## src/hdl/adcrc_pkg.sv

```systemverilog
// Package for the converter register control block.
// Assumes an 8-bit CPU bus with byte offsets relative to the block base.
package adcrc_pkg;
   // Byte offsets of the register map
   localparam logic [4:0] ADCRC_OFS_RES0 = 5'h00; // Result regs, module 0
   localparam logic [4:0] ADCRC_OFS_RES1 = 5'h08; // Result regs, module 1
   localparam logic [4:0] ADCRC_OFS_CSR0 = 5'h10; // Control/status, mod 0
   localparam logic [4:0] ADCRC_OFS_CSR1 = 5'h11; // Control/status, mod 1
   localparam logic [4:0] ADCRC_OFS_TRG0 = 5'h12; // Trigger control, mod 0
   localparam logic [4:0] ADCRC_OFS_TRG1 = 5'h13; // Trigger control, mod 1
   // Control/status and trigger control field positions
   localparam int ADCRC_CSR_END = 7;
   localparam int ADCRC_CSR_IE = 6;
   localparam int ADCRC_CSR_ST = 5;
   localparam int ADCRC_CSR_SCAN = 4;
   localparam int ADCRC_CSR_SPD = 3;
   localparam int ADCRC_CSR_RSV = 2;
   localparam int ADCRC_TRG_EN = 7;
   // Values after reset
   localparam logic [15:0] ADCRC_RES_RST = 16'h0000;
   localparam logic [7:0] ADCRC_CSR_RST = 8'h00;
   localparam logic [7:0] ADCRC_TRG_RST = 8'h7f;
   localparam logic [6:0] ADCRC_TRG_ONES = 7'h7f;
   // Conversion times in states (one state is one clock)
   localparam int ADCRC_CONV_SLOW = 266;
   localparam int ADCRC_CONV_FAST = 134;
   localparam logic [8:0] ADCRC_CNT_SLOW = 9'(ADCRC_CONV_SLOW - 1);
   localparam logic [8:0] ADCRC_CNT_FAST = 9'(ADCRC_CONV_FAST - 1);
endpackage

```

## src/hdl/adcrc_unit.sv

```systemverilog
// One converter module: control/status, trigger control, four results.
// Assumes the analog core hands back a 10-bit sample on demand.
`timescale 1ns/1ps
module adcrc_unit
   import adcrc_pkg::*;
#(
   parameter int RES_W = 10
)
(
   input wire logic clk,
   input wire logic rst,
   input wire logic standby,
   input wire logic csr_wr,
   input wire logic trg_wr,
   input wire logic [7:0] wdata,
   input wire logic csr_rd,
   input wire logic xfer_clr,
   input wire logic trig_start,
   input wire logic [RES_W-1:0] sample,
   output logic [7:0] csr_q,
   output logic trg_en_q,
   output logic [1:0] chan_q,
   output logic [RES_W-1:0] res_q [4],
   output logic irq
);
   // Converter sequencing states
   typedef enum logic {ADCRC_IDLE, ADCRC_CONV} adcrc_state_t;
   adcrc_state_t state_q; // Current sequencing state
   logic [8:0] cnt_q; // Cycles left in current conversion
   logic end_seen_q; // Flag was read as one since last set
   logic done; // Current channel finished
   logic last; // Current channel ends the scan group
   logic [1:0] first_ch; // Channel a run starts with
   logic clr_wr; // Legal software clear of the flag
   // Initialisation: power-on reset or standby
   logic init;
   assign init = rst | standby;

   assign done = (state_q == ADCRC_CONV) && (cnt_q == 9'h000);
   // Scan group grows from the first input to the code
   assign last = csr_q[ADCRC_CSR_SCAN] ? (chan_q == csr_q[1:0]) : 1'b1;
   assign first_ch = csr_q[ADCRC_CSR_SCAN] ? 2'h0 : csr_q[1:0];
   assign clr_wr = csr_wr && !wdata[ADCRC_CSR_END] && end_seen_q;
   // Interrupt request follows the gated flag
   assign irq = csr_q[ADCRC_CSR_END] & csr_q[ADCRC_CSR_IE];

   // Control/status register
   always_ff @(posedge clk)
   begin
      if (init)
      begin
         csr_q <= ADCRC_CSR_RST;
      end
      else
      begin
         if (csr_wr)
         begin
            // Bit 2 kept at zero; flag bit not writable here
            csr_q[6:3] <= wdata[6:3];
            csr_q[ADCRC_CSR_RSV] <= 1'b0;
            csr_q[1:0] <= wdata[1:0];
         end
         // Trigger sets start, winning over a same-cycle write
         if (trig_start)
         begin
            csr_q[ADCRC_CSR_ST] <= 1'b1;
         end
         else if (done && !csr_q[ADCRC_CSR_SCAN] && !csr_wr)
         begin
            csr_q[ADCRC_CSR_ST] <= 1'b0;
         end
         // Flag: set wins over any clear
         if (done && last && csr_q[ADCRC_CSR_ST])
         begin
            csr_q[ADCRC_CSR_END] <= 1'b1;
         end
         else if (clr_wr || xfer_clr)
         begin
            csr_q[ADCRC_CSR_END] <= 1'b0;
         end
      end
   end

   // Read-as-one tracker for the flag clear handshake
   always_ff @(posedge clk)
   begin
      if (init)
      begin
         end_seen_q <= 1'b0;
      end
      else if (done && last)
      begin
         end_seen_q <= 1'b0; // New set needs a new read
      end
      else if (csr_rd && csr_q[ADCRC_CSR_END])
      begin
         end_seen_q <= 1'b1;
      end
      else if (clr_wr)
      begin
         end_seen_q <= 1'b0;
      end
   end

   // Trigger control register: only enable bit is stored
   always_ff @(posedge clk)
   begin
      if (init)
      begin
         trg_en_q <= ADCRC_TRG_RST[ADCRC_TRG_EN];
      end
      else if (trg_wr)
      begin
         trg_en_q <= wdata[ADCRC_TRG_EN];
      end
   end

   // Sequencer: counts one conversion time per channel
   always_ff @(posedge clk)
   begin
      if (init)
      begin
         state_q <= ADCRC_IDLE;
         cnt_q <= 9'h000;
         chan_q <= 2'h0;
      end
      else
      begin
         case (state_q)
            ADCRC_IDLE:
            begin
               if (csr_q[ADCRC_CSR_ST])
               begin
                  state_q <= ADCRC_CONV;
                  chan_q <= first_ch;
                  cnt_q <= csr_q[ADCRC_CSR_SPD] ? ADCRC_CNT_FAST
                                                : ADCRC_CNT_SLOW;
               end
            end
            default:
            begin
               if (!csr_q[ADCRC_CSR_ST])
               begin
                  state_q <= ADCRC_IDLE; // Abort at once
               end
               else if (done)
               begin
                  if (csr_q[ADCRC_CSR_SCAN])
                  begin
                     // Wrap to the first input and keep going
                     chan_q <= last ? 2'h0 : chan_q + 2'h1;
                     cnt_q <= csr_q[ADCRC_CSR_SPD] ? ADCRC_CNT_FAST
                                                   : ADCRC_CNT_SLOW;
                  end
                  else
                  begin
                     state_q <= ADCRC_IDLE;
                  end
               end
               else
               begin
                  cnt_q <= cnt_q - 9'h001;
               end
            end
         endcase
      end
   end

   // Result registers, one per input in channel order
   genvar g;
   generate
      for (g = 0; g < 4; g++)
      begin : g_res
         always_ff @(posedge clk)
         begin
            if (init)
            begin
               res_q[g] <= ADCRC_RES_RST[RES_W-1:0];
            end
            else if (done && csr_q[ADCRC_CSR_ST] && chan_q == 2'(g))
            begin
               res_q[g] <= sample;
            end
         end
      end
   endgenerate
endmodule

```

## src/hdl/adcrc_top.sv

```systemverilog
// Top of the converter register control: two modules, CPU byte port.
// Assumes a single-cycle 8-bit CPU bus; manual reset is simply not wired.
`timescale 1ns/1ps
// Operation
// - Result high byte top eight, bits 7:6 low
// - Low byte bits 5:0 read zero
// - Results cleared by reset or standby
// - Control/status cleared by reset or standby
// - Flag set at single end or scan group end
// - Flag cleared by zero write after reading one
// - Transfer access clears flag automatically
// - Interrupt enable gates request, resets zero
// - Single mode start bit self-clears at end
// - Scan repeats while start bit stays one
// - External trigger may also set start
// - Speed bit picks 266 or 134 states
// - Control bit 2 reads zero, write zero
// - Channel field decoded with mode bit
// - Trigger control resets to 0x7f
// - Enabled triggers start on final edge
// - Shared triggers, enables combined by OR
// - Trigger control low seven bits read one
// - High read returns byte, latches low byte
// - Interrupt when flag set and enabled
// - Each input has matching result register
module adcrc_top
   import adcrc_pkg::*;
#(
   parameter int RES_W = 10
)
(
   input wire logic CLK,
   input wire logic RST,
   input wire logic STANDBY,
   input wire logic [4:0] ADDR,
   input wire logic RD,
   input wire logic WR,
   input wire logic [7:0] WDATA,
   output logic [7:0] RDATA,
   input wire logic XFER_ACC0,
   input wire logic XFER_ACC1,
   input wire logic EXT_TRIGGER_PIN_N,
   input wire logic TIMER_UNIT_TRIGGER,
   input wire logic [RES_W-1:0] SAMPLE0,
   input wire logic [RES_W-1:0] SAMPLE1,
   output logic [1:0] CHAN0,
   output logic [1:0] CHAN1,
   output logic CONV_DONE_IRQ0,
   output logic CONV_DONE_IRQ1
);
   logic [7:0] csr [2]; // Control/status per module
   logic trg_en [2]; // Trigger enable per module
   logic [RES_W-1:0] res [2][4]; // Results per module
   logic [RES_W-1:0] samp [2]; // Samples per module
   logic xacc [2]; // Transfer-controller accesses
   logic [1:0] chan [2]; // Channel under conversion
   logic irq [2]; // Interrupt request per module
   logic pin_q; // Previous trigger pin level
   logic trig_any; // Enabled trigger event
   logic [1:0] temp_q; // Latched low result bits
   logic [7:0] rdata_d; // Next read data

   assign samp[0] = SAMPLE0;
   assign samp[1] = SAMPLE1;
   assign xacc[0] = XFER_ACC0;
   assign xacc[1] = XFER_ACC1;
   assign CHAN0 = chan[0];
   assign CHAN1 = chan[1];
   assign CONV_DONE_IRQ0 = irq[0];
   assign CONV_DONE_IRQ1 = irq[1];

   // Pin history for the falling (final) edge
   always_ff @(posedge CLK)
   begin
      if (RST)
      begin
         pin_q <= 1'b1;
      end
      else
      begin
         pin_q <= EXT_TRIGGER_PIN_N;
      end
   end

   // Shared triggers, gated by OR of both enables
   assign trig_any = (trg_en[0] | trg_en[1]) &
      ((pin_q & ~EXT_TRIGGER_PIN_N) | TIMER_UNIT_TRIGGER);

   // Two converter modules, same trigger feed
   genvar m;
   generate
      for (m = 0; m < 2; m++)
      begin : g_mod
         adcrc_unit #(.RES_W(RES_W)) u_unit (
            .clk(CLK),
            .rst(RST),
            .standby(STANDBY),
            .csr_wr(WR && ADDR == (m == 0 ? ADCRC_OFS_CSR0 : ADCRC_OFS_CSR1)),
            .trg_wr(WR && ADDR == (m == 0 ? ADCRC_OFS_TRG0 : ADCRC_OFS_TRG1)),
            .wdata(WDATA),
            .csr_rd(RD && ADDR == (m == 0 ? ADCRC_OFS_CSR0 : ADCRC_OFS_CSR1)),
            .xfer_clr(xacc[m]),
            .trig_start(trig_any),
            .sample(samp[m]),
            .csr_q(csr[m]),
            .trg_en_q(trg_en[m]),
            .chan_q(chan[m]),
            .res_q(res[m]),
            .irq(irq[m])
         );
      end
   endgenerate

   // Read decode; low result bytes come from the latch
   always_comb
   begin
      rdata_d = 8'h00;
      if (ADDR < ADCRC_OFS_CSR0)
      begin
         if (!ADDR[0])
         begin
            rdata_d = res[ADDR[3]][ADDR[2:1]][RES_W-1:RES_W-8];
         end
         else
         begin
            rdata_d = {temp_q, 6'h00};
         end
      end
      else if (ADDR == ADCRC_OFS_CSR0)
      begin
         rdata_d = csr[0];
      end
      else if (ADDR == ADCRC_OFS_CSR1)
      begin
         rdata_d = csr[1];
      end
      else if (ADDR == ADCRC_OFS_TRG0)
      begin
         rdata_d = {trg_en[0], ADCRC_TRG_ONES};
      end
      else if (ADDR == ADCRC_OFS_TRG1)
      begin
         rdata_d = {trg_en[1], ADCRC_TRG_ONES};
      end
   end

   // High-byte read snapshots the low bits; order is the CPU's duty
   always_ff @(posedge CLK)
   begin
      if (RST)
      begin
         temp_q <= 2'h0;
      end
      else if (RD && ADDR < ADCRC_OFS_CSR0 && !ADDR[0])
      begin
         temp_q <= res[ADDR[3]][ADDR[2:1]][1:0];
      end
   end

   // Registered read data, one cycle after the strobe
   always_ff @(posedge CLK)
   begin
      if (RST)
      begin
         RDATA <= 8'h00;
      end
      else if (RD)
      begin
         RDATA <= rdata_d;
      end
   end
endmodule

```

## config.mk

```make
export PLATFORM = sky130hd
export DESIGN_NAME = adcrc_top
export DESIGN_NICKNAME = d
export VERILOG_FILES = /design/src/hdl/adcrc_pkg.sv /design/src/hdl/adcrc_unit.sv /design/src/hdl/adcrc_top.sv
export SDC_FILE = /design/constraint.sdc
export NUM_CORES = 1
export LEC_CHECK = 0
export ABC_CLOCK_PERIOD_IN_PS = 2830
export BUFFER_PORTS_ARGS = -buffer_cell sky130_fd_sc_hd__buf_4
export CAP_MARGIN = 10
export CELL_PAD_IN_SITES_DETAIL_PLACEMENT = 1
export CELL_PAD_IN_SITES_GLOBAL_PLACEMENT = 1
export CORE_AREA = 2 2 122 124
export DETAILED_ROUTE_END_ITERATION = 8
export DIE_AREA = 0 0 124 126
export PLACE_DENSITY = 0.75
export SYNTH_ARGS = -nofsm -noshare
export SYNTH_HDL_FRONTEND = slang
export SYNTH_SLANG_ARGS = --single-unit
```

## constraint.sdc

```tcl
create_clock -name CLK -period 2.83 [get_ports CLK]
set_input_delay 0.283 -clock CLK [delete_from_list [all_inputs] [get_ports CLK]]
set_output_delay 0.283 -clock CLK [all_outputs]
set_load 0.005 [all_outputs]
```

After elaboration in Yosys (flattened, before gate mapping)
Index checks and enable logic that the tools add are counted.
Word-level totals
  bits in registers: 133
  output and inout bits: 14
  input port bits: 42
  logic and storage cells: 184
Operators by class
  multiplexer cells: 64
  reduce and logical (&&, ||, !) cells: 58
  eq/ne operators: 18
  bitwise gates (word level): 10
  $lt $le $gt $ge: 3
  add/sub/neg operators: 4
Operator list (number)
  $mux W40: 3
  $mux W9: 12
  $mux W8: 6
  $logic_and A1 B1 Y1: 34
  $mux W2: 14
  $mux W1: 24
  $bmux W10 S2: 1
  $eq A5 B5 Y1 const B: 4
  $mux W10: 2
  $logic_not A9 Y1: 2
  $sub A9 B1 Y9 const B: 2
  $mux W6: 2
  $eq A2 B2 Y1 const B: 4
  $reduce_bool A2 Y1: 4
  $logic_not A1 Y1: 6
  $ne A3 B2 Y1 const B: 2
  $reduce_and A3 Y1: 2
  $reduce_bool A3 Y1: 2
  $lt A5 B5 Y1 const B: 1
  $add A2 B1 Y2 const B: 2
  $and A1 B1 Y1: 4
  $eq A2 B1 Y1 const B: 2
  $eq A2 B2 Y1: 2
  $logic_not A2 Y1: 2
  11 further kinds: 18

Depth between registers and ports, before layout
  word-level depth: 9
  gate-level depth with buffers: 8
  mapped depth without buffers: 6

By module
Synthesis repeated with hierarchy kept, for this count alone.
Second synthesis, totals
  cells, all modules: 676
  area total of the unflattened synthesis: 6456.2 µm²
Modules (own cells, without submodules)
  adcrc_unit: cells an instance 259, area each 2565.0 µm², instances 2, seq. area each 1221.2 µm²
  adcrc_top: cells an instance 158, area each 1326.3 µm², instances 1, seq. area each 220.2 µm²

Worst setup path before layout
No wires, ideal clock.
  path type: reg2reg
  start: register g_mod[0].u_unit.cnt_q[0]
  end: register g_mod[0].u_unit.res_q[0] (netlist bit)
  slack: 0.654 ns
  setup time: 0.072 ns
  path buffers: 2
  data required time: 2.758 ns
  arrival: 2.105 ns
  clock period less this slack: 2.176 ns
  stages on the path, launching flop included: 9
  path through: dfxtp_1 > inv_1 > ha_1 > or3b_2 > buf_4 > nor4_4 > and2_4 > buf_12 > mux2i_1
On the way
  longest elaborated chain between the ends: 4
Ends and longest elaborated chain
  start: declaration: line adcrc_unit.sv:29  | logic [8:0] cnt_q;
  start signal: assignment: line adcrc_unit.sv:136  | cnt_q <= csr_q[ADCRC_CSR_SPD] ? ADCRC_CNT_FAST
  start signal: assignment: line adcrc_unit.sv:152  | cnt_q <= csr_q[ADCRC_CSR_SPD] ? ADCRC_CNT_FAST
  start signal: assignment: line adcrc_unit.sv:162  | cnt_q <= cnt_q - 9'h001;
  $logic_not A9 Y1: line adcrc_unit.sv:39  | assign done = (state_q == ADCRC_CONV) && (cnt_q == 9'h000);
  $logic_and A1 B1 Y1: line adcrc_unit.sv:39
  $logic_and A1 B1 Y1 (2 in a row): line adcrc_unit.sv:180  | else if (done && csr_q[ADCRC_CSR_ST] && chan_q == 2'(g))
  end signal: indexed assignment: line adcrc_unit.sv:178  | res_q[g] <= ADCRC_RES_RST[RES_W-1:0];
  end signal: indexed assignment: line adcrc_unit.sv:182  | res_q[g] <= sample;
  end: declaration: line adcrc_unit.sv:23  | output logic [RES_W-1:0] res_q [4],
Every way passes these cells.
A chain may end at the register's enable or synchronous reset.

Worst setup path in the final report
  start: register g_mod[0].u_unit.cnt_q[0]
  end: register g_mod[0].u_unit.res_q[3] (netlist bit)
Same word-level chain as after synthesis.

==> metrics <==
R2R Path End=g_mod[0].u_unit.res_q[3]; async set-reset flop share out of synthesis=0; ys flop type=dfxtp_1; Worst-Margin Slew=between 1 and 1.5 ns; Max rail drop VDD=between 0.3 and 0.4 mV; nets@finish=just under 800; reg2reg setup slack=0.40 ns; Post-DRT Antenna Nets=0; post-CTS resize count=0; post-synth cell types=between 60 and 70; postcts setup bufs=0; Metal-1 WL=8340 µm; Comb pwr share=0.051; clk_lat worst skew=between 0.4 and 0.5 ns; max_cap viols=0; minimum clock period=about 2.4 ns; worst r2r path cells=6; dpl hpwl=12600 µm; mapped cell area=6480 µm²; Data arrival, critical path=between 2 and 3 ns; root buf cell=clkbuf_16; CTS tree=built; mean routed wirelength per cell=20.4 µm; HP Class=primary input to flip-flop; Via-to-Cell Ratio=5.72; setup ws final=0.399 ns; Initial DRC Count=between 300 and 400; EDFF count, synth=0; Crit. End Element=flip-flop; Yosys reg bits=around 130; routed length on met3=around 660 µm; R2R Path Start=g_mod[0].u_unit.cnt_q[0]; Detailed Route WL=around 19000 µm; Cell Pwr Density=554 nW/µm²; gr ovfl total=0; clock share of power=0.500; Final Power=4.20 mW; critical path startpoint=g_mod[0].u_unit.cnt_q[0]; Flop pwr share=0.449; Port Buffer Count=54; Area Overhead vs Synth=17.0%; Die H=126 µm; number of warnings issued by yosys=0; Setup crit start kind=flip-flop; core footprint=14300 µm²; max_slew headroom=0.316; top routing layer in use=met4; unrepaired setup endpoints after global routing=false; initial antenna violation count=0; Final Hold Viols=0; internal power=3.22 mW; diodes inserted=0; skew final=0.00583 ns; CTS max path bufs=2; post-detailed-route DRC marker count=0; All-Layer GR Usage=0.254; outcome=finished clean; sw frac=0.234; Row Count=44; IO Count=56; Final Slew Violations=0; cells after synthesis=681; pre-CTS setup slack=0.373 ns; Seq/Total Area, Yosys=0.411; TritonRoute pass-1 iters=4; setup TNS=0 ns; CP Max Fanout=10; global-route wire length before repair=30300 µm; CTS Sinks=133; Synth Area per Inst=9.51 µm²; Lkg Pwr=3.36 nW; Via Count=5272; Mapped Nets=733; Switch Pwr=0.982 mW; Initial Utilization=0.453; Setup CP Type=flip-flop to flip-flop; Num CTS Buffers=17; layout cells sized above 1=0.175; worst path required time=about 3.2 ns; maximum clock frequency=0.411 GHz; vias in the first global route=5699; # setup viols final=0; Fin Hold WS=approximately 0.080 ns; die width=124 µm; clk slew on worst S/H paths=0.06 ns; maximum number of pins on one net before global-route repair=51; final period utilization=0.859; routability cong.=around 0.82; Worst Setup EP=g_mod[0].u_unit.res_q[3]; H-tree depth=4; routed wl met2=9570 µm; # hold bufs at CTS=0; die area=~16000 µm²
[logic make-up (layout without fill, tap and decap cells)]
kind of cell	Yosys count	in the layout	share of synthesized area
xor+xnor	6	6	0.00811
buf+inv	60	116	0.0431
flops	133	133	0.411
simple gates	236	236	0.178
fa+ha+maj	10	10	0.0193
compound gates	108	108	0.121
mux	128	128	0.220
[how the worst min path moves through the flow]
stage                                    from                         to  slack [ns]  cells after the start
CTS                         EXT_TRIGGER_PIN_N                      pin_q        0.07                      2
finish                      EXT_TRIGGER_PIN_N                      pin_q        0.08                      2
detailed placement  g_mod[0].u_unit.res_q[23]  g_mod[0].u_unit.res_q[23]        0.45                      2
global placement     g_mod[0].u_unit.res_q[1]   g_mod[0].u_unit.res_q[1]        0.44                      2
global route                EXT_TRIGGER_PIN_N                      pin_q        0.08                      2
floorplan                   EXT_TRIGGER_PIN_N                      pin_q        0.39                      1
[synthesized netlist by cell type, types with 8 or more instances]
| cell | n | area, µm² |
|---|---|---|
| nor2b_1 | 11 | 68.8 |
| dfxtp_1 | 133 | 2660 |
| clkbuf_1 | 29 | 109 |
| inv_1 | 18 | 67.6 |
| a21oi_1 | 19 | 95.1 |
| mux4_2 | 11 | 248 |
| o21ai_0 | 15 | 75.1 |
| ha_1 | 10 | 125 |
| a211oi_1 | 14 | 105 |
| nor3_1 | 8 | 40.0 |
| nand3_1 | 12 | 60.1 |
| nor2_1 | 76 | 285 |
| nand4_1 | 8 | 50.1 |
| mux2i_1 | 115 | 1150 |
| nand2_1 | 76 | 285 |
| o31ai_1 | 8 | 60.1 |
[cell type report]
class	instances	area, µm²
Multi-Input combinational cell	488	3550
Sequential cell	133	2660
Tap cell	184	230
Inverter	18	67.6
Timing Repair Buffer	66	508
Fill cell	1634	6730
Clock inverter	12	104
Clock buffer	20	457
[worst max-delay path: stages, from the launching register on]
cell	delay, ns
dfxtp_1	0.34
inv_1	0.07
ha_1	0.19
or3b_2	0.56
nor4_4	0.55
and2_4	0.41
mux2i_1	0.23
[flip-flops by register name, indices dropped and copies added (netlist names)]
register	cells
g_mod.u_unit.res_q	80
g_mod.u_unit.trg_en_q	2
RDATA	8
g_mod.u_unit.end_seen_q	2
temp_q	2
g_mod.u_unit.csr_q	14
g_mod.u_unit.chan_q	4
pin_q	1
g_mod.u_unit.cnt_q	18
g_mod.u_unit.state_q	2
[layer usage]
metal | vias up | GRT usage
li1 | 2536 | -
met1 | 2626 | 0.327
met2 | 93 | 0.433
met3 | 17 | 0.0494
met4 | 0 | 0.0681
met5 | - | 0
[layout by cell type, fill, tap and decap left out, drive strengths merged, types with 7 or more instances in the layout]
master | netlist | routed
nor2 | 76 | 76
nand3 | 12 | 12
nand4 | 8 | 8
ha | 10 | 10
inv | 18 | 20
nand2 | 79 | 79
buf | 11 | 66
mux2i | 115 | 115
o31ai | 8 | 8
or4 | 7 | 7
a211oi | 14 | 14
nor2b | 11 | 11
a21oi | 19 | 19
mux4 | 11 | 11
o21ai | 15 | 15
nor3 | 8 | 8
dfxtp | 133 | 133
clkbuf | 29 | 20
[per-stage QoR]
step	util	instance area, µm²	cells
after floorplan	-	6480	681
after global placement	0.490	7020	889
after detailed placement	0.490	7020	889
after CTS	0.530	7580	921
after global routing	0.530	7580	921
final	0.530	7580	921
[power by group through the flow]
stage / Sequential [mW] / Clock, mW / Combinational [mW]
floorplan: 1.92 / 0 / 0.113
global placement: 1.93 / 0 / 0.206
detailed placement: 1.93 / 0 / 0.212
CTS: 1.89 / 2.13 / 0.213
global route: 1.89 / 2.22 / 0.230
finish: 1.89 / 2.10 / 0.212
(Power assumes the default switching activity.)
